## config.mk

```make
export PLATFORM = sky130hd
export DESIGN_NAME = fpu_memory_transfer_port
export DESIGN_NICKNAME = d
export VERILOG_FILES = /design/src/fpu_xfer_pkg.sv /design/src/fpu_memory_transfer_port.sv
export VERILOG_INCLUDE_DIRS = /design/src
export SDC_FILE = /design/constraint.sdc
export NUM_CORES = 1
export LEC_CHECK = 0
export BUFFER_PORTS_ARGS = -buffer_cell sky130_fd_sc_hd__buf_2
export CAP_MARGIN = 20
export CELL_PAD_IN_SITES_DETAIL_PLACEMENT = 1
export CELL_PAD_IN_SITES_GLOBAL_PLACEMENT = 2
export CORE_ASPECT_RATIO = 0.75
export CORE_MARGIN = 3
export CORE_UTILIZATION = 29
export DETAILED_ROUTE_END_ITERATION = 12
export PLACE_DENSITY = 0.66
export SYNTH_ARGS = -nofsm -noshare
export SYNTH_HDL_FRONTEND = slang
export SYNTH_SLANG_ARGS = --single-unit
```

## constraint.sdc

```tcl
create_clock -name mclk_i -period 9.4 [get_ports mclk_i]
set_input_delay 1.88 -clock mclk_i [delete_from_list [all_inputs] [get_ports mclk_i]]
set_output_delay 1.88 -clock mclk_i [all_outputs]
set_load 0.1 [all_outputs]
```

## src/fpu_xfer_defines.svh

```systemverilog
/*
 * Constants of the coprocessor transfer port: clock rates, word counts,
 * instruction fields and buffer sizes.
 * Assumes inclusion by its bare name from the design file.
 */
`ifndef FPU_XFER_DEFINES_SVH
`define FPU_XFER_DEFINES_SVH

`define FXP_CLK_MHZ 40
`define FXP_MID_MHZ 20
`define FXP_SLOW_MHZ 10
`define FXP_MID_DIV (`FXP_CLK_MHZ / `FXP_MID_MHZ)
`define FXP_SLOW_DIV (`FXP_CLK_MHZ / `FXP_SLOW_MHZ)
`define FXP_WORD_W 16
`define FXP_OPND_W 64
`define FXP_INSN_W 9
`define FXP_INSN_STORE_BIT 0
`define FXP_INSN_DBL_BIT 1
`define FXP_SGL_WORDS 3'h2
`define FXP_DBL_WORDS 3'h4
`define FXP_EXEC_TICKS 3'h4
`define FXP_FIFO_DEPTH 16

`endif

```

## src/fpu_xfer_pkg.sv

```systemverilog
/*
 * Types of the coprocessor transfer port.
 * Assumes nothing beyond a SystemVerilog compiler.
 */
package fpu_xfer_pkg;
	typedef enum logic [2:0] {
		OP_IDLE = 3'b000,
		OP_LOAD = 3'b001,
		OP_EXEC = 3'b010,
		OP_STORE = 3'b011
	} op_state_t;
	typedef enum logic [1:0] {
		PH_IDLE = 2'b00,
		PH_ADDR = 2'b01,
		PH_DATA = 2'b10
	} bus_phase_t;
endpackage : fpu_xfer_pkg

```

## src/fpu_memory_transfer_port.sv

```systemverilog
/*
 * Data-transfer side of the floating point coprocessor, with its word FIFO.
 * Assumes all inputs synchronous to mclk_i; the bus clock is a sampled level.
 */
`timescale 1ns/1ps
`default_nettype none
`include "fpu_xfer_defines.svh"

////////////////////////////////////////////////////////////////////////////////
module xfer_word_fifo #(
	parameter int WIDTH = 16,
	parameter int DEPTH = 16
) (
	input wire logic clk_i,
	input wire logic rst_b_i,
	input wire logic in_valid_i,
	output logic in_ready_o,
	input wire logic [WIDTH-1:0] in_data_i,
	output logic out_valid_o,
	input wire logic out_ready_i,
	output logic [WIDTH-1:0] out_data_o
);
	localparam int AW = $clog2(DEPTH);
	logic [WIDTH-1:0] mem_ff [DEPTH];
	logic [AW-1:0] wp_ff, rp_ff, nxt_wp, nxt_rp;
	logic [AW:0] cnt_ff, nxt_cnt;
	logic push, pop;

	// Count is one bit wider than the pointers so that full and empty differ
	assign in_ready_o = (cnt_ff != (AW+1)'(DEPTH));
	assign out_valid_o = (cnt_ff != '0);
	assign out_data_o = mem_ff[rp_ff];

	always_comb begin
		push = in_valid_i & in_ready_o;
		pop = out_valid_o & out_ready_i;
		nxt_wp = push ? wp_ff + 1'b1 : wp_ff;
		nxt_rp = pop ? rp_ff + 1'b1 : rp_ff;
		nxt_cnt = cnt_ff + {{AW{1'b0}}, push} - {{AW{1'b0}}, pop};
	end

	always_ff @(posedge clk_i or negedge rst_b_i) begin
		if (!rst_b_i) begin
			wp_ff <= '0;
			rp_ff <= '0;
			cnt_ff <= '0;
		end else begin
			wp_ff <= nxt_wp;
			rp_ff <= nxt_rp;
			cnt_ff <= nxt_cnt;
		end
	end

	// Storage needs no reset; only the pointers define content
	always_ff @(posedge clk_i) begin
		if (push) begin
			mem_ff[wp_ff] <= in_data_i;
		end
	end
endmodule : xfer_word_fifo

////////////////////////////////////////////////////////////////////////////////
// Functional notes
// - Words move only in the data phase of a flagged memory cycle.
// - Data phase: memory cycle drives input bus on store, captures output bus on load; host cycle the reverse.
// - Single operand takes two cycles, double takes four.
// - Loaded words accumulate one per cycle in the working register.
// - First word goes to exponent file, later words to mantissa unit.
// - Finished operation result lands in the floating accumulator.
// - Store sends sign/exponent word first, then mantissa words one per cycle.
// - Timing from 40 MHz clock, derived 20/10 MHz enables, sampled bus clock.
// - Buses are sixteen bits with bit 0 most significant.
// - Instruction strobe latches instruction bits into instruction register.
// - Busy held low while executing, released high when done.
// - Latched instruction is decoded only after busy has been released.
module fpu_memory_transfer_port #(
	parameter int FIFO_DEPTH = `FXP_FIFO_DEPTH
) (
	input wire logic mclk_i,
	input wire logic rst_b_i,
	input wire logic memory_bus_clock_i,
	input wire logic memory_cycle_start_n_i,
	input wire logic coproc_memory_xfer_n_i,
	input wire logic coproc_host_xfer_n_i,
	input wire logic memory_inhibit_n_i,
	input wire logic coproc_instruction_strobe_n_i,
	input wire logic [`FXP_INSN_W-1:0] insn_bits_i,
	input wire logic [0:`FXP_WORD_W-1] memory_input_bus_i,
	input wire logic [0:`FXP_WORD_W-1] memory_output_bus_i,
	output logic [0:`FXP_WORD_W-1] memory_input_bus_o,
	output logic memory_input_bus_oe_o,
	output logic [0:`FXP_WORD_W-1] memory_output_bus_o,
	output logic memory_output_bus_oe_o,
	output logic coproc_busy_n_o,
	output logic [`FXP_INSN_W-1:0] coproc_instruction_register_o,
	output logic exp_wr_o,
	output logic mant_wr_o,
	output logic [0:`FXP_WORD_W-1] xfer_word_o,
	output logic [0:`FXP_OPND_W-1] floating_accumulator_o
);
	fpu_xfer_pkg::op_state_t st_ff, nxt_st;
	fpu_xfer_pkg::bus_phase_t ph_ff, nxt_ph;
	logic [1:0] div_ff, nxt_div;
	logic tick_mid, tick_slow;
	logic start_d_ff, bclk_d_ff, strb_d_ff;
	logic pend_ff, nxt_pend, dbl_ff, nxt_dbl, host_ff, nxt_host;
	logic [`FXP_INSN_W-1:0] ir_ff, nxt_ir;
	logic [2:0] xcnt_ff, nxt_xcnt, acnt_ff, nxt_acnt, ecnt_ff, nxt_ecnt;
	logic [0:`FXP_OPND_W-1] wr_ff, nxt_wr, acc_ff, nxt_acc;
	logic [0:`FXP_WORD_W-1] word_ff, nxt_word;
	logic ewr_ff, nxt_ewr, mwr_ff, nxt_mwr;
	logic [0:`FXP_WORD_W-1] in_o_ff, nxt_in_o, out_o_ff, nxt_out_o;
	logic in_oe_ff, nxt_in_oe, out_oe_ff, nxt_out_oe;
	logic [2:0] total;
	logic flagged, start_fall, bclk_rise, data_end;
	logic cap_valid, cap_ready, q_valid, q_ready;
	logic [0:`FXP_WORD_W-1] cap_data, q_data;

	////////////////////////////////////////////////////////////////////////
	// Rate enables
	always_comb begin
		nxt_div = div_ff + 2'h1;
		tick_mid = div_ff[0];
		tick_slow = (div_ff == 2'(`FXP_SLOW_DIV - 1));
	end

	xfer_word_fifo #(.WIDTH(`FXP_WORD_W), .DEPTH(FIFO_DEPTH)) u_fifo (
		.clk_i(mclk_i),
		.rst_b_i(rst_b_i),
		.in_valid_i(cap_valid),
		.in_ready_o(cap_ready),
		.in_data_i(cap_data),
		.out_valid_o(q_valid),
		.out_ready_i(q_ready),
		.out_data_o(q_data)
	);

	////////////////////////////////////////////////////////////////////////
	always_comb begin
		total = dbl_ff ? `FXP_DBL_WORDS : `FXP_SGL_WORDS;
		start_fall = start_d_ff & ~memory_cycle_start_n_i;
		flagged = ~coproc_memory_xfer_n_i | (~coproc_host_xfer_n_i & ~memory_inhibit_n_i);
		bclk_rise = ~bclk_d_ff & memory_bus_clock_i;
		data_end = (ph_ff == fpu_xfer_pkg::PH_DATA) & bclk_rise;
		nxt_ph = ph_ff;
		nxt_host = host_ff;
		case (ph_ff)
			fpu_xfer_pkg::PH_IDLE: begin
				if (start_fall && flagged && xcnt_ff < total &&
						(st_ff == fpu_xfer_pkg::OP_LOAD || st_ff == fpu_xfer_pkg::OP_STORE)) begin
					nxt_ph = fpu_xfer_pkg::PH_ADDR;
					nxt_host = coproc_memory_xfer_n_i;
				end
			end
			fpu_xfer_pkg::PH_ADDR: begin
				if (bclk_rise) begin
					nxt_ph = fpu_xfer_pkg::PH_DATA;
				end
			end
			fpu_xfer_pkg::PH_DATA: begin
				if (bclk_rise) begin
					nxt_ph = fpu_xfer_pkg::PH_IDLE;
				end
			end
			default: nxt_ph = fpu_xfer_pkg::PH_IDLE;
		endcase
		// Capture at data phase end; a full buffer drops the word
		cap_valid = data_end & (st_ff == fpu_xfer_pkg::OP_LOAD);
		cap_data = host_ff ? memory_input_bus_i : memory_output_bus_i;
		// Draining paced at 20 MHz keeps the buffer honest under load
		q_ready = (st_ff == fpu_xfer_pkg::OP_LOAD) & tick_mid;
	end

	////////////////////////////////////////////////////////////////////////
	always_comb begin
		nxt_st = st_ff;
		nxt_pend = pend_ff;
		nxt_ir = ir_ff;
		nxt_dbl = dbl_ff;
		nxt_xcnt = xcnt_ff;
		nxt_acnt = acnt_ff;
		nxt_ecnt = ecnt_ff;
		nxt_wr = wr_ff;
		nxt_acc = acc_ff;
		nxt_word = word_ff;
		nxt_ewr = 1'b0;
		nxt_mwr = 1'b0;
		if (data_end && (st_ff == fpu_xfer_pkg::OP_STORE || cap_ready)) begin
			nxt_xcnt = xcnt_ff + 3'h1;
		end
		case (st_ff)
			fpu_xfer_pkg::OP_IDLE: begin
				if (pend_ff) begin
					nxt_pend = 1'b0;
					nxt_dbl = ir_ff[`FXP_INSN_DBL_BIT];
					nxt_xcnt = 3'h0;
					nxt_acnt = 3'h0;
					nxt_wr = acc_ff;
					nxt_st = ir_ff[`FXP_INSN_STORE_BIT] ? fpu_xfer_pkg::OP_STORE :
						fpu_xfer_pkg::OP_LOAD;
				end
			end
			fpu_xfer_pkg::OP_LOAD: begin
				if (q_valid && q_ready) begin
					nxt_wr = {wr_ff[`FXP_WORD_W:`FXP_OPND_W-1], q_data};
					nxt_word = q_data;
					nxt_ewr = (acnt_ff == 3'h0);
					nxt_mwr = (acnt_ff != 3'h0);
					nxt_acnt = acnt_ff + 3'h1;
					if (acnt_ff + 3'h1 == total) begin
						nxt_ecnt = 3'h0;
						nxt_st = fpu_xfer_pkg::OP_EXEC;
					end
				end
			end
			fpu_xfer_pkg::OP_EXEC: begin
				if (tick_slow) begin
					nxt_ecnt = ecnt_ff + 3'h1;
				end
				if (ecnt_ff == `FXP_EXEC_TICKS) begin
					nxt_acc = dbl_ff ? wr_ff :
						{wr_ff[`FXP_OPND_W/2:`FXP_OPND_W-1], {(`FXP_OPND_W/2){1'b0}}};
					nxt_st = fpu_xfer_pkg::OP_IDLE;
				end
			end
			fpu_xfer_pkg::OP_STORE: begin
				// Exponent word first, then mantissa words
				if (data_end) begin
					nxt_wr = {wr_ff[`FXP_WORD_W:`FXP_OPND_W-1], {`FXP_WORD_W{1'b0}}};
					if (xcnt_ff + 3'h1 == total) begin
						nxt_st = fpu_xfer_pkg::OP_IDLE;
					end
				end
			end
			default: nxt_st = fpu_xfer_pkg::OP_IDLE;
		endcase
		// Strobe latches instruction; a new strobe wins over decode
		if (strb_d_ff && !coproc_instruction_strobe_n_i) begin
			nxt_ir = insn_bits_i;
			nxt_pend = 1'b1;
		end
		// Drive only in data phase of own store cycle
		nxt_in_oe = (nxt_ph == fpu_xfer_pkg::PH_DATA) & (st_ff == fpu_xfer_pkg::OP_STORE) &
			~nxt_host;
		nxt_out_oe = (nxt_ph == fpu_xfer_pkg::PH_DATA) & (st_ff == fpu_xfer_pkg::OP_STORE) &
			nxt_host;
		// Word zero of operand is bits 0..15
		nxt_in_o = nxt_in_oe ? wr_ff[0:`FXP_WORD_W-1] : '0;
		nxt_out_o = nxt_out_oe ? wr_ff[0:`FXP_WORD_W-1] : '0;
	end

	////////////////////////////////////////////////////////////////////////
	always_ff @(posedge mclk_i or negedge rst_b_i) begin
		if (!rst_b_i) begin
			st_ff <= fpu_xfer_pkg::OP_IDLE;
			ph_ff <= fpu_xfer_pkg::PH_IDLE;
			div_ff <= 2'h0;
			start_d_ff <= 1'b1;
			bclk_d_ff <= 1'b0;
			strb_d_ff <= 1'b1;
			pend_ff <= 1'b0;
			dbl_ff <= 1'b0;
			host_ff <= 1'b0;
			ir_ff <= '0;
			xcnt_ff <= 3'h0;
			acnt_ff <= 3'h0;
			ecnt_ff <= 3'h0;
			wr_ff <= '0;
			acc_ff <= '0;
			word_ff <= '0;
			ewr_ff <= 1'b0;
			mwr_ff <= 1'b0;
			in_o_ff <= '0;
			out_o_ff <= '0;
			in_oe_ff <= 1'b0;
			out_oe_ff <= 1'b0;
			coproc_busy_n_o <= 1'b1;
		end else begin
			st_ff <= nxt_st;
			ph_ff <= nxt_ph;
			div_ff <= nxt_div;
			start_d_ff <= memory_cycle_start_n_i;
			bclk_d_ff <= memory_bus_clock_i;
			strb_d_ff <= coproc_instruction_strobe_n_i;
			pend_ff <= nxt_pend;
			dbl_ff <= nxt_dbl;
			host_ff <= nxt_host;
			ir_ff <= nxt_ir;
			xcnt_ff <= nxt_xcnt;
			acnt_ff <= nxt_acnt;
			ecnt_ff <= nxt_ecnt;
			wr_ff <= nxt_wr;
			acc_ff <= nxt_acc;
			word_ff <= nxt_word;
			ewr_ff <= nxt_ewr;
			mwr_ff <= nxt_mwr;
			in_o_ff <= nxt_in_o;
			out_o_ff <= nxt_out_o;
			in_oe_ff <= nxt_in_oe;
			out_oe_ff <= nxt_out_oe;
			coproc_busy_n_o <= (nxt_st != fpu_xfer_pkg::OP_EXEC);
		end
	end

	assign memory_input_bus_o = in_o_ff;
	assign memory_input_bus_oe_o = in_oe_ff;
	assign memory_output_bus_o = out_o_ff;
	assign memory_output_bus_oe_o = out_oe_ff;
	assign coproc_instruction_register_o = ir_ff;
	assign exp_wr_o = ewr_ff;
	assign mant_wr_o = mwr_ff;
	assign xfer_word_o = word_ff;
	assign floating_accumulator_o = acc_ff;
endmodule : fpu_memory_transfer_port
`default_nettype wire

```

=== Word-level counts from Yosys, hierarchy flattened ===
Memory sizes are Yosys's and may differ from the RTL's.
Index checks and enable logic that the tools add are counted.

* Bits of input ports: 49
* Memories kept: 1
* Output and inout port bits: 126
* Register bits after elaboration: 225
* Memory bits (writable): 256

* Reductions and logical operators: 24
* Add/subtract/negate cells: 8
* Equal/unequal tests: 17
* Mux-type cells: 41
* Bitwise operators: 18
* $lt $le $gt $ge: 1

{| class="wikitable"
|+ Memory list
! name !! words !! width !! rd ports !! clocked after memory_dff !! wr ports !! line !! text
|-
| u_fifo.mem_ff || 16 || 16 || 1 || 0 || 1 || fpu_memory_transfer_port.sv:24 || <nowiki>logic [WIDTH-1:0] mem_ff [DEPTH];</nowiki>
|}

{| class="wikitable"
|+ Operators with widths
! cell !! number
|-
| two-way mux 64 bit || 4
|-
| one-hot mux 64 bit (3 select lines) || 1
|-
| two-way mux 16 bit || 3
|-
| two-way mux 3 bit || 15
|-
| one-hot mux 3 bit (2 select lines) || 2
|-
| one-hot mux 3 bit (4 select lines) || 1
|-
| AND 1 bit || 11
|-
| two-way mux 1 bit || 10
|-
| adder 3 x 1 -> 3 bit, second input constant || 3
|-
| adder 4 x 1 -> 4 bit, second input constant || 2
|-
| two-way mux 2 bit || 4
|-
| AND reduction 4 bit || 2
|-
| equality test 2 bit, second input constant || 3
|-
| equality test 3 x 2 -> 1 bit, second input constant || 2
|-
| equality test 3 bit || 2
|-
| logical AND 1 bit || 6
|-
| logical NOT 3 bit || 2
|-
| != test 2 bit, second input constant || 3
|-
| inverter 1 bit || 6
|-
| one-hot mux 2 bit (3 select lines) || 1
|-
| AND reduction 2 bit || 3
|-
| nonzero test 2 bit || 3
|-
| nonzero test 3 bit || 2
|-
| adder 5 x 1 -> 5 bit || 1
|-
| other kinds (15) || 17
|}

=== Depth between registers and ports, before layout ===
Gate-level depths: netlist (run 1).

* Word-level depth: 12
* Gate-level depth with buffers: 14
* Gate-level depth less buffers: 13

=== By module ===
Synthesis (run 1) repeated with hierarchy kept, for this count alone.

* Cell total of the unflattened synthesis: 1369
* Area total of the unflattened synthesis: 19950.4 sq um

{| class="wikitable"
|+ By module, submodules not included
! module !! instances !! area an instance (sq um) !! cells each !! seq. area each (sq um)
|-
| xfer_word_fifo || 1 || 10627.7 || 551 || 8012.7
|-
| fpu_memory_transfer_port || 1 || 9322.7 || 818 || 5308.8
|}

=== Worst setup path before layout (run 1) ===
OpenSTA, ideal clock, no wires.

* Kind: input -> register
* From: in memory_bus_clock_i
* To: mem u_fifo.mem_ff[3][0], enable pin
* Stages: 4
* Buffers on the path: 0
* Arrival: 3886 ps
* Path slack: 5105 ps
* Data required time: 8991 ps
* Cell sequence: nand4bb_1 -> nor4_4 -> nand2_1 -> nor3_1

* Cells in the longest elaborated chain, start to end: 6

{| class="wikitable"
|+ RTL lines
! item !! line !! text
|-
| from (decl) || fpu_memory_transfer_port.sv:81 || <nowiki>input wire logic memory_bus_clock_i,</nowiki>
|-
| AND 1 bit || fpu_memory_transfer_port.sv:143 || <nowiki>bclk_rise = ~bclk_d_ff & memory_bus_clock_i;</nowiki>
|-
| AND 1 bit || fpu_memory_transfer_port.sv:144 || <nowiki>data_end = (ph_ff == fpu_xfer_pkg::PH_DATA) & bclk_rise;</nowiki>
|-
| AND 1 bit || fpu_memory_transfer_port.sv:168 || <nowiki>cap_valid = data_end & (st_ff == fpu_xfer_pkg::OP_LOAD);</nowiki>
|-
| AND 1 bit || fpu_memory_transfer_port.sv:35 || <nowiki>push = in_valid_i & in_ready_o;</nowiki>
|-
| net u_fifo.push || fpu_memory_transfer_port.sv:27 || <nowiki>logic push, pop;</nowiki>
|-
| two-way mux 1 bit || fpu_memory_transfer_port.sv:56 || <nowiki>if (push) begin</nowiki>
|-
| two-way mux 1 bit (implied by the code) || fpu_memory_transfer_port.sv:57 || <nowiki>mem_ff[wp_ff] <= in_data_i;</nowiki>
|-
| to (decl) || fpu_memory_transfer_port.sv:24 ||
|}

The timed path passes the listed nets, and every way through them passes these cells.

=== Worst setup path after layout (run 1) ===
* From: in memory_bus_clock_i
* To: reg wr_ff[6] (netlist name)

* Cells in the longest elaborated chain, start to end: 4

{| class="wikitable"
|+ RTL lines
! item !! line !! text
|-
| AND 1 bit || fpu_memory_transfer_port.sv:143 ||
|-
| AND 1 bit || fpu_memory_transfer_port.sv:144 ||
|-
| != test 2 bit (no line) || - ||
|-
| AND reduction 4 bit (no line) || - ||
|-
| to (signal assigned) || fpu_memory_transfer_port.sv:292 || <nowiki>wr_ff <= nxt_wr;</nowiki>
|-
| to (decl) || fpu_memory_transfer_port.sv:109 || <nowiki>logic [0:`FXP_OPND_W-1] wr_ff, nxt_wr, acc_ff, nxt_acc;</nowiki>
|}

No other way between the ends.
A chain may end at the register's enable or synchronous reset.

==> metrics.csv, run 1 <==
metric;value;unit
DR iter-0 viols;705;
reg2reg start;u_fifo.rp_ff[0];
worst setup margin;5580;ps
setup TNS;0;ps
Detail Route Antenna Nets;0;
minimum clock period;3820;ps
Core ar.;67000;µm²
CP Max Fanout;64;
vias in the first global route;12300;
CP Launch Type;input port;
relative slew slack;29.8;%
Ports;175;
critical path's largest stage delay;690;ps
power consumption;6.44;mW
top cells by count, synth;256 x edfxtp_1, 222 x dfrtp_1, 146 x nand2_1;
die area;71000;µm²
PwrDens;277;nW/µm²
register area;13300;µm²
post-synth top area share;39.1;%
P_leak;9.41;nW
Hold Crit Depth;2;
number of flops mapped to enable cells by yosys;256;
mapped cell area;19700;µm²
Hold Path Origin;xfer_word_o[14];
routed vias;11300;
Main synth FF type;edfxtp_1;
Net Switching;2.14;mW
Overall Global Routing Usage;14.1;%
global-route wire length before repair;77.6;mm
Initial Util;29.4;%
grt ovf;0;
total CTS buffers;49;
multi-input logic area;6000;µm²
Sequential Power Share;42.4;%
Yosys top cell by area;edfxtp_1;
hold slack;481;ps
Layout Cell Area excl Fill;23300;µm²
DR pass1 iterations;4;
switching share of power;33.3;%
Post-synth ARST share;46.8;%
crit path buf inv count;2;
clock sink total;481;
R2R Setup Slk;5950;ps
Cell Chain, Critical Path;buf_2, nand4bb_1, or2_2, nand3_4, buf_4, mux2_2;
CP Data Required Time;9880;ps
routability cong.;0.756;
fin crit share;40.7;%
Max Fclk;0.262;GHz
Setup Viol. Count Final;0;
post-synthesis net count;1336;
Logic pwr share;26.3;%
Arrival @ worst endpoint;4300;ps
Hold EP;xfer_word_o[14];
Avg Inst Size Synth;15.5;µm²
TritonCTS clock tree;yes;
worst-margin pin slew;1050;ps
Crit Path Class;input port to flip-flop;
Setup Buffers After CTS;0;
Peak VDD IR;0.170;mV
layout cells sized above 1;32.7;%
placed cell area;21600;µm²
initial antenna violation count;3;
sequential area share after synthesis;67.7;%
synth warn;0;
# resized after CTS;0;
critical path depth in cells;6;
Worst Clk Skew;18.3;ps
Pins Over Slew Limit;0;
most common cell in the synthesized netlist;edfxtp_1;
Max H-tree Level;2;
number of synthesized register bits;481;
maxcap violations;0;
top cells by area, synth;edfxtp_1 39%, dfrtp_1 28%, mux4_2 7.3%;
Clock transition at path regs;70;ps
post-synthesis instance total;1268;
largest net degree at the start of global routing;103;
Clk Latency, worst-skew pair;600;ps
Yosys cell types;54;
post-place setup slack;5030;ps
IO buf count;174;
Post-CTS Hold Fix Bufs;0;
Critical R2R Capture;xfer_word_o[0];
Max clock buf depth;3;
detailed placer's ending HPWL;32.7;mm
ant diodes;0;
crit end category;flip-flop;
Total Wirelength;49.8;mm
Filler cells;6945;
internal power;4.30;mW
Worst Hold Class;flip-flop to flip-flop;
die height;232;µm
CP top delay family;simple AND/OR/NAND/NOR gates;
RSZ-0062 raised after global routing;no;
status;complete, no violations;
Layout area overhead;18.3;%
Final nets;1518;
cells on worst reg2reg path;5;
final hold vios;0;
die width;307;µm
routed vias/inst;4.77;
Rows;82;
Clk pwr share;31.3;%
WL/cell;21.0;µm
Max stage delay cell, worst path;buf_4;
Post-route DRC;0;
Root Buffer;clkbuf_16;
-- layer usage --
metal,track usage (%),vias up,part of all wire (%)
li1,-,5103,-
met1,20.0,5954,47
met2,22.7,214,47
met3,2.70,44,4.7
met4,3.01,0,1.3
met5,0,-,0
-- layout make-up --
cell class                 instances  share of cell area (%)
tap                              882                    4.74
inverter                          21                   0.339
clock buffer                      61                    5.64
timing repair buffer             205                    4.79
sequential                       481                    57.3
clock inverter                    30                    1.43
multi-input combinational        692                    25.8
-- cells by family after synthesis --
logic type	after synthesis	synth area share [%]
mux	222	16.2
buf+inv	95	2.02
compound gates	191	6.20
fa+ha+maj	19	1.25
xor+xnor	14	0.623
simple gates	245	6.01
flops	481	67.7
other cells	1	0.0191
-- worst reg2reg max path, stage by stage (launching register included) --
cell and delay, ps:
dfrtp_4 850, buf_4 750, mux4_2 600, a22o_1 260, o21ai_0 710, nand2_1 110
-- state kept, by name (all words and copies together) (netlist names), 2 cells and up --
signal and count:
xcnt_ff 3, floating_accumulator_o 64, u_fifo.cnt_ff 5, wr_ff 64, u_fifo.wp_ff 4, st_ff 3
coproc_instruction_register_o 9, u_fifo.rp_ff 4, memory_output_bus_o 16, ecnt_ff 3, ph_ff 2, u_fifo.mem_ff 256
acnt_ff 3, memory_input_bus_o 16, xfer_word_o 16, div_ff 2
-- power groups by stage --
stage          Sequential (mW)  Clock (mW)  Combinational [mW]
2_1_floorplan             2.88           0                1.11
3_3_place_gp              2.77           0                1.69
3_5_place_dp              2.78           0                1.73
4_1_cts                   2.74        2.08                1.74
5_1_grt                   2.77        2.17                1.85
6_report                  2.73        2.02                1.69
-- per-stage QoR --
stage               cells  utilization (%)
floorplan            1268                -
global placement     2281             32.3
detailed placement   2281             32.3
CTS                  2372             34.7
global route         2372             34.7
finish               2372             34.7
-- worst max-delay path by stage --
stage                                   from                  end  slack (ps)
after floorplan           memory_bus_clock_i  u_fifo.mem_ff[3][0]        5100
after global placement    memory_bus_clock_i             wr_ff[6]        5060
after detailed placement  memory_bus_clock_i            wr_ff[35]        5030
after CTS                 memory_bus_clock_i             wr_ff[6]        5680
after global routing      memory_bus_clock_i             wr_ff[3]        5520
final                     memory_bus_clock_i             wr_ff[6]        5580
-- cell usage in the layout (no fill, tap or decap), types with 12 or more instances in the layout --
cell type / instances
a22o_1: 32
a2bb2oi_1: 16
and2_1: 34
buf_2: 173
buf_4: 31
clkbuf_16: 49
dfrtp_1: 219
edfxtp_1: 256
ha_1: 18
inv_1: 21
mux2_2: 121
mux2i_1: 35
mux4_2: 64
nand2_1: 146
nor2_1: 21
o211ai_1: 16
o21ai_0: 105
xnor2_1: 12
(Power assumes the default switching activity.)
==> run 2, diff against run 1 <==
--- a/config.mk
+++ b/config.mk
@@ -14,7 +14,7 @@
 export CORE_MARGIN = 3
 export CORE_UTILIZATION = 29
 export DETAILED_ROUTE_END_ITERATION = 12
-export PLACE_DENSITY = 0.66
+export PLACE_DENSITY = 0.68
 export SYNTH_ARGS = -nofsm -noshare
 export SYNTH_HDL_FRONTEND = slang
 export SYNTH_SLANG_ARGS = --single-unit
==> constraint.sdc (replaced) <==
create_clock -name mclk_i -period 3.23 [get_ports mclk_i]
set_input_delay 0.646 -clock mclk_i [delete_from_list [all_inputs] [get_ports mclk_i]]
set_output_delay 0.646 -clock mclk_i [all_outputs]
set_load 0.1 [all_outputs]
==> run 2 against run 1 <==
Flip-flop and latch count unchanged. Cell count up 0.76%. Clock-buffer cell count up 12. First-iteration DRC count down 17%. Via count shrank 0.30%. Worst setup slack worse by 5200 ps. Clock power grew to 2.9 times the previous value. Core utilization rose by 0.49 points. Cell area increased by 1.4%. Sequential power increased to 2.8 times the previous value. Critical endpoint is now u_fifo.cnt_ff[4]. Largest power group unchanged.
==> metrics.csv, run 2 (synthesis gave the netlist of run 1 again) <==
metric;value;unit;change
DR iter-0 viols;587;;-17%
global-route wire length before repair;77.1;mm;-0.65%
Core ar.;67000;µm²;unchanged
Clock transition at path regs;60;ps;about the same
Setup Buffers After CTS;0;;unchanged
Layout Cell Area excl Fill;23600;µm²;+1.4%
reg2reg start;u_fifo.cnt_ff[3];;
Clk Latency, worst-skew pair;590;ps;about the same
CP Launch Type;flip-flop;;
internal power;12.5;mW;+190%
Worst Hold Class;input port to async pin;;
Detail Route Antenna Nets;0;;unchanged
routability cong.;0.720;;-4.8%
critical path's largest stage delay;500;ps;-190 ps
Max Fclk;0.357;GHz;
CP Max Fanout;2;;-97%
final core utilization;35.2;%;+0.49 points
Initial Util;29.4;%;unchanged
Max clock buf depth;3;;unchanged
R2R Setup Slk;430;ps;-5520 ps
status;complete, no violations;;
Reg with most FFs;u_fifo.mem_ff;;
Max stage delay cell, worst path;or4b_1;;
Final nets;1536;;+1.2%
die area;71000;µm²;unchanged
ant diodes;0;;unchanged
Arrival @ worst endpoint;3310;ps;-990 ps
IO buf count;174;;unchanged
Final Instance Count excl. Fillers;2390;;+0.76%
die height;232;µm;unchanged
Post-CTS Hold Fix Bufs;0;;unchanged
Worst Clk Skew;24.0;ps;+5.65 ps
Clk pwr share;30.8;%;-0.5 points
placed cell area;21900;µm²;+1.5%
Crit Path Class;flip-flop to flip-flop;;
setup TNS;0;ps;unchanged
max reg flops;256;;unchanged
# resized after CTS;0;;unchanged
grt ovf;0;;unchanged
fin crit share;86.8;%;
Cell Chain, Critical Path;inv_1, ha_1, or4b_1, nand3_2, inv_1, ha_1, inv_1, ha_1, fa_1, a21oi_1, nor2_1, nor2_1, xnor2_1;;
Pins Over Slew Limit;0;;unchanged
Sequential Power Share;41.3;%;-1.1 points
CP Data Required Time;3730;ps;-6150 ps
Rows;82;;unchanged
total CTS buffers;49;;unchanged
Layout area overhead;20.0;%;
largest net degree at the start of global routing;79;;-23%
Root Buffer;clkbuf_16;;
TritonCTS clock tree;yes;;
Peak VDD IR;0.694;mV;+310%
relative slew slack;32.5;%;+2.8 points
P_leak;9.57;nW;+1.7%
Ports;175;;unchanged
clock sink total;481;;unchanged
crit path buf inv count;3;;+1
initial antenna violation count;1;;-2
RSZ-0062 raised after global routing;no;;
Critical R2R Capture;u_fifo.cnt_ff[4];;
WL/cell;20.9;µm;-0.51%
Total Wirelength;49.9;mm;+0.24%
die width;307;µm;unchanged
routed vias;11300;;-0.30%
Max H-tree Level;2;;unchanged
commonest non-fill, non-tap cell in the layout;edfxtp_1;;
Post-route DRC;0;;unchanged
DR pass1 iterations;4;;unchanged
final hold vios;0;;unchanged
maxcap violations;0;;unchanged
detailed placer's ending HPWL;33.1;mm;+1.4%
worst-margin pin slew;1010;ps;-42.4 ps
vias in the first global route;12200;;-0.62%
PwrDens;794;nW/µm²;+190%
layout cells sized above 1;33.8;%;+1.1 points
Filler cells;6935;;-0.14%
minimum clock period;2800;ps;
Inst Count DP;2299;;+0.79%
Setup Viol. Count Final;0;;unchanged
cells on worst reg2reg path;13;;+8
Logic pwr share;27.9;%;+1.6 points
switching share of power;33.1;%;-0.15 points
CP top delay family;adder cells;;
most frequent cells in the layout;256 x edfxtp_1, 219 x dfrtp_1, 173 x buf_2;;
crit end category;flip-flop;;
Overall Global Routing Usage;14.1;%;about the same
Net Switching;6.21;mW;+190%
routed vias/inst;4.72;;-1.1%
[run 2: cell count changes in the layout (fill, tap and decap cells not counted), moves of 3 or more]
| cell | previous run | this run |
|---|---|---|
| buf_12 | 0 | 15 |
| clkbuf_8 | 4 | 12 |
| clkinv_1 | 9 | 4 |
| inv_6 | 5 | 0 |
| bufinv_16 | 6 | 2 |
| buf_4 | 31 | 34 |
| clkbuf_1 | 8 | 11 |
| clkinv_2 | 5 | 8 |
| clkinvlp_4 | 4 | 1 |
[run 2: how the worst max path moves through the flow]
stage                startpoint                   to  slack, ps  cells after the start
3_3_place_gp   u_fifo.cnt_ff[3]     u_fifo.cnt_ff[4]        510                     13
2_1_floorplan          st_ff[2]  u_fifo.mem_ff[3][0]        140                      6
6_report       u_fifo.cnt_ff[3]     u_fifo.cnt_ff[4]        430                     13
3_5_place_dp   u_fifo.cnt_ff[3]     u_fifo.cnt_ff[4]        450                     13
4_1_cts        u_fifo.cnt_ff[3]     u_fifo.cnt_ff[4]        430                     13
5_1_grt        u_fifo.cnt_ff[2]     u_fifo.cnt_ff[4]        270                     13
[run 2: power by group through the flow]
stage | Clock [mW] | Combinational [mW] | Sequential [mW]
finish | 5.78 | 5.22 | 7.74
global route | 6.22 | 5.72 | 7.83
CTS | 5.95 | 5.36 | 7.76
detailed placement | 0 | 5.34 | 7.87
global placement | 0 | 5.22 | 7.86
floorplan | 0 | 3.23 | 8.37
[run 2: worst register-to-register path, stage by stage, from the launching register on]
cell and delay [ps]:
dfrtp_1 390, inv_1 90, ha_1 150, or4b_1 500, nand3_2 120, inv_1 60, ha_1 270, inv_1 40
ha_1 200, fa_1 440, a21oi_1 170, nor2_1 50, nor2_1 110, xnor2_1 140
[run 2: routing by layer]
metal	global-route usage, %	routed length (µm)	up-vias
li1	-	-	5131
met1	19.8	22300	5871
met2	22.6	23700	225
met3	2.78	3030	54
met4	3.51	836	0
met5	0	0	-
[run 2: layout make-up]
type                       count  area, µm²  share of cell area (%)
inverter                      21       78.8                   0.334
multi-input combinational    692       6000                    25.4
sequential                   481      13300                    56.5
clock inverter                18        189                   0.801
clock buffer                  73       1460                    6.18
timing repair buffer         223       1440                    6.09
tap                          882       1100                    4.68
[run 2: through the flow]
stage	worst slack (ps)	hold WS, ps	power (mW)
6_report	427	50.2	18.7
2_1_floorplan	138	350	11.6
4_1_cts	429	49.5	19.1
3_3_place_gp	515	453	13.1
5_1_grt	272	77.7	19.8
3_5_place_dp	452	460	13.2
==> run 3, diff against run 2 <==
--- a/config.mk
+++ b/config.mk
@@ -6,6 +6,7 @@
 export SDC_FILE = /design/constraint.sdc
 export NUM_CORES = 1
 export LEC_CHECK = 0
+export ABC_AREA = 1
 export BUFFER_PORTS_ARGS = -buffer_cell sky130_fd_sc_hd__buf_2
 export CAP_MARGIN = 20
 export CELL_PAD_IN_SITES_DETAIL_PLACEMENT = 1
@@ -14,7 +15,8 @@
 export CORE_MARGIN = 3
 export CORE_UTILIZATION = 29
 export DETAILED_ROUTE_END_ITERATION = 12
-export PLACE_DENSITY = 0.68
+export GPL_TIMING_DRIVEN = 0
+export PLACE_DENSITY = 0.75
 export SYNTH_ARGS = -nofsm -noshare
 export SYNTH_HDL_FRONTEND = slang
 export SYNTH_SLANG_ARGS = --single-unit
==> run 3 against run 2 <==
Highest routed layer unchanged. Area after synthesis increased by 8.0%. Via count increased by 46%. Combinational power rose by 47%. Clock skew up 25 ps. Critical path type unchanged. Cell area grew 7.7%. Hold slack better by 41 ps. Die area rose by 7.8%. Clock-buffer cell count fell by 4. Core utilization hardly changed.
==> metrics.csv, run 3 <==
metric;value;unit;change
status;complete, no violations;;
DR iter-0 viols;1079;;+84%
minimum clock period;2950;ps;+144 ps
sequential area share after synthesis;62.7;%;-5.0 points
TritonCTS clock tree;yes;;
final hold vios;0;;unchanged
number of flops mapped to enable cells by yosys;256;;unchanged
maxcap violations;0;;unchanged
crit path buf inv count;3;;unchanged
max reg flops;256;;unchanged
CP Launch Type;flip-flop;;
post-synthesis net count;2290;;+71%
Filler cells;8309;;+20%
routability cong.;0.835;;+16%
die width;318;µm;+3.8%
layout cells sized above 1;17.0;%;-17 points
Overall Global Routing Usage;18.3;%;+4.2 points
R2R Setup Slk;280;ps;-140 ps
CP Data Required Time;3350;ps;-380 ps
critical path's largest stage delay;620;ps;+120 ps
Worst Hold Class;input port to async pin;;
initial antenna violation count;0;;-1
Main synth FF type;edfxtp_1;;
grt ovf;0;;unchanged
Initial Util;29.5;%;+0.095 points
Final Instance Count excl. Fillers;3468;;+45%
Layout area overhead;19.6;%;
Arrival @ worst endpoint;3070;ps;-240 ps
Final nets;2535;;+65%
top cells by area, synth;edfxtp_1 36%, dfrtp_1 26%, nand2_1 12%;;
Core ar.;72100;µm²;+7.6%
Clk Latency, worst-skew pair;640;ps;+50 ps
DR pass1 iterations;5;;+1
die area;76500;µm²;+7.8%
detailed placer's ending HPWL;52.5;mm;+58%
relative slew slack;33.2;%;+0.67 points
post-synth top area share;36.2;%;-2.9 points
most common cell in the synthesized netlist;nand2_1;;
Peak VDD IR;0.417;mV;-40%
Post-synth ARST share;46.8;%;unchanged
PwrDens;837;nW/µm²;+5.3%
Detail Route Antenna Nets;0;;unchanged
Yosys cell types;41;;-24%
die height;240;µm;+3.8%
Max clock buf depth;3;;unchanged
P_leak;11.7;nW;+22%
global-route wire length before repair;106;mm;+38%
post-synthesis instance total;2222;;+75%
largest net degree at the start of global routing;119;;+51%
CP top delay family;buffers and inverters;;
clock sink total;481;;unchanged
Max Fclk;0.339;GHz;-4.9%
Reg with most FFs;u_fifo.mem_ff;;
Crit Path Class;flip-flop to flip-flop;;
Avg Inst Size Synth;9.56;µm²;-38%
WL/cell;20.4;µm;-2.2%
worst-margin pin slew;1000;ps;-8.99 ps
Max stage delay cell, worst path;clkbuf_1;;
most frequent cells in the layout;698 x nand2_1, 296 x inv_1, 256 x edfxtp_1;;
crit end category;flip-flop;;
CP Max Fanout;17;;+15
Cell Chain, Critical Path;clkbuf_1, clkinvlp_4, clkbuf_1, nand2_1, nand2_1;;
Post-CTS Hold Fix Bufs;0;;unchanged
vias in the first global route;17100;;+41%
Root Buffer;clkbuf_16;;
post-place setup slack;35.7;ps;-416 ps
Worst Clk Skew;48.5;ps;+24.5 ps
Inst Count DP;3370;;+47%
synth warn;0;;unchanged
multi-input logic area;6230;µm²;+3.9%
RSZ-0062 raised after global routing;no;;
number of synthesized register bits;481;;unchanged
commonest non-fill, non-tap cell in the layout;nand2_1;;
top cells by count, synth;698 x nand2_1, 296 x inv_1, 256 x edfxtp_1;;
routed vias/inst;4.75;;+0.55%
Rows;85;;+3.7%
setup TNS;0;ps;unchanged
Total Wirelength;70.8;mm;+42%
mapped cell area;21200;µm²;+8.0%
routed vias;16500;;+46%
worst setup margin;283;ps;-144 ps
Setup Viol. Count Final;0;;unchanged
Post-route DRC;0;;unchanged
Max H-tree Level;2;;unchanged
IO buf count;174;;unchanged
Yosys top cell by area;edfxtp_1;;
Clock transition at path regs;60;ps;about the same
Ports;175;;unchanged
Pins Over Slew Limit;0;;unchanged
register area;13300;µm²;about the same
total CTS buffers;52;;+6.1%
fin crit share;91.2;%;+4.5 points
==> run 3: worst paths after layout <==
path                            depth (start not counted)                          start                      to
worst max-delay path                                    5                        host_ff    u_fifo.mem_ff[8][10]
worst min-delay path                                    1                        rst_b_i  memory_output_bus_o[5]
worst max register to register                          5                        host_ff    u_fifo.mem_ff[8][10]
worst min register to register                          1                      div_ff[1]               div_ff[1]
max in group asynchronous                               2                        rst_b_i               mant_wr_o
min in group mclk_i                                     1  coproc_instruction_strobe_n_i               strb_d_ff
==> run 3: layout make-up <==
| cell class | instances | share of cell area, % |
|---|---|---|
| clock inverter | 28 | 0.837 |
| timing repair buffer | 191 | 4.91 |
| antenna | 1 | 0.00985 |
| clock buffer | 69 | 5.73 |
| sequential | 481 | 52.4 |
| tap | 957 | 4.71 |
| multi-input combinational | 1325 | 24.5 |
| inverter | 302 | 4.50 |
| buffer | 114 | 2.33 |
==> run 3: repair_timing <==
action,CTS,global route
setup buffers,0,0
gates resized for setup,0,5
endpoints found under the setup margin,0,65
==> run 3: logic make-up after synthesis <==
family          Yosys count  synth area share [%]
simple gates           1063                  20.7
flops                   481                  62.7
buf+inv                 416                  8.11
compound gates          219                  6.19
fa+ha+maj                19                  1.15
xor+xnor                 14                 0.577
mux                       9                 0.477
other cells               1                0.0177
==> run 3: power breakdown <==
| group | total (mW) | leakage [nW] | switching (mW) | internal (mW) |
|---|---|---|---|---|
| Sequential | 7.77 | 5.31 | 0.427 | 7.34 |
| Combinational | 7.65 | 5.54 | 5.91 | 1.74 |
| Clock | 5.84 | 0.823 | 2.58 | 3.27 |
==> run 3: per-stage QoR <==
step / power (mW) / util, % / area (µm²) / hold slack, ps
after floorplan: 12.5 / - / 21200 / 350
after global placement: 15.3 / 32.3 / 23300 / 453
after detailed placement: 15.5 / 32.9 / 23700 / 460
after CTS: 21.4 / 35.2 / 25400 / 113
after global routing: 22.4 / 35.2 / 25400 / 119
final: 21.3 / 35.2 / 25400 / 91.0
==> run 3: worst register-to-register path: cells and delay by family (launching register included) <==
| kind | cells | cell delay [ps] |
|---|---|---|
| flip-flops | 1 | 320 |
| buffers and inverters | 3 | 1530 |
| AND/OR/NAND/NOR | 2 | 600 |
==> run 3: metal layers <==
| metal | track usage [%] | routed length, µm | vias to the layer above |
|---|---|---|---|
| li1 | - | - | 7589 |
| met1 | 27.1 | 34300 | 8389 |
| met2 | 27.9 | 31000 | 398 |
| met3 | 2.95 | 3890 | 84 |
| met4 | 4.86 | 1640 | 0 |
| met5 | 0 | 0 | - |
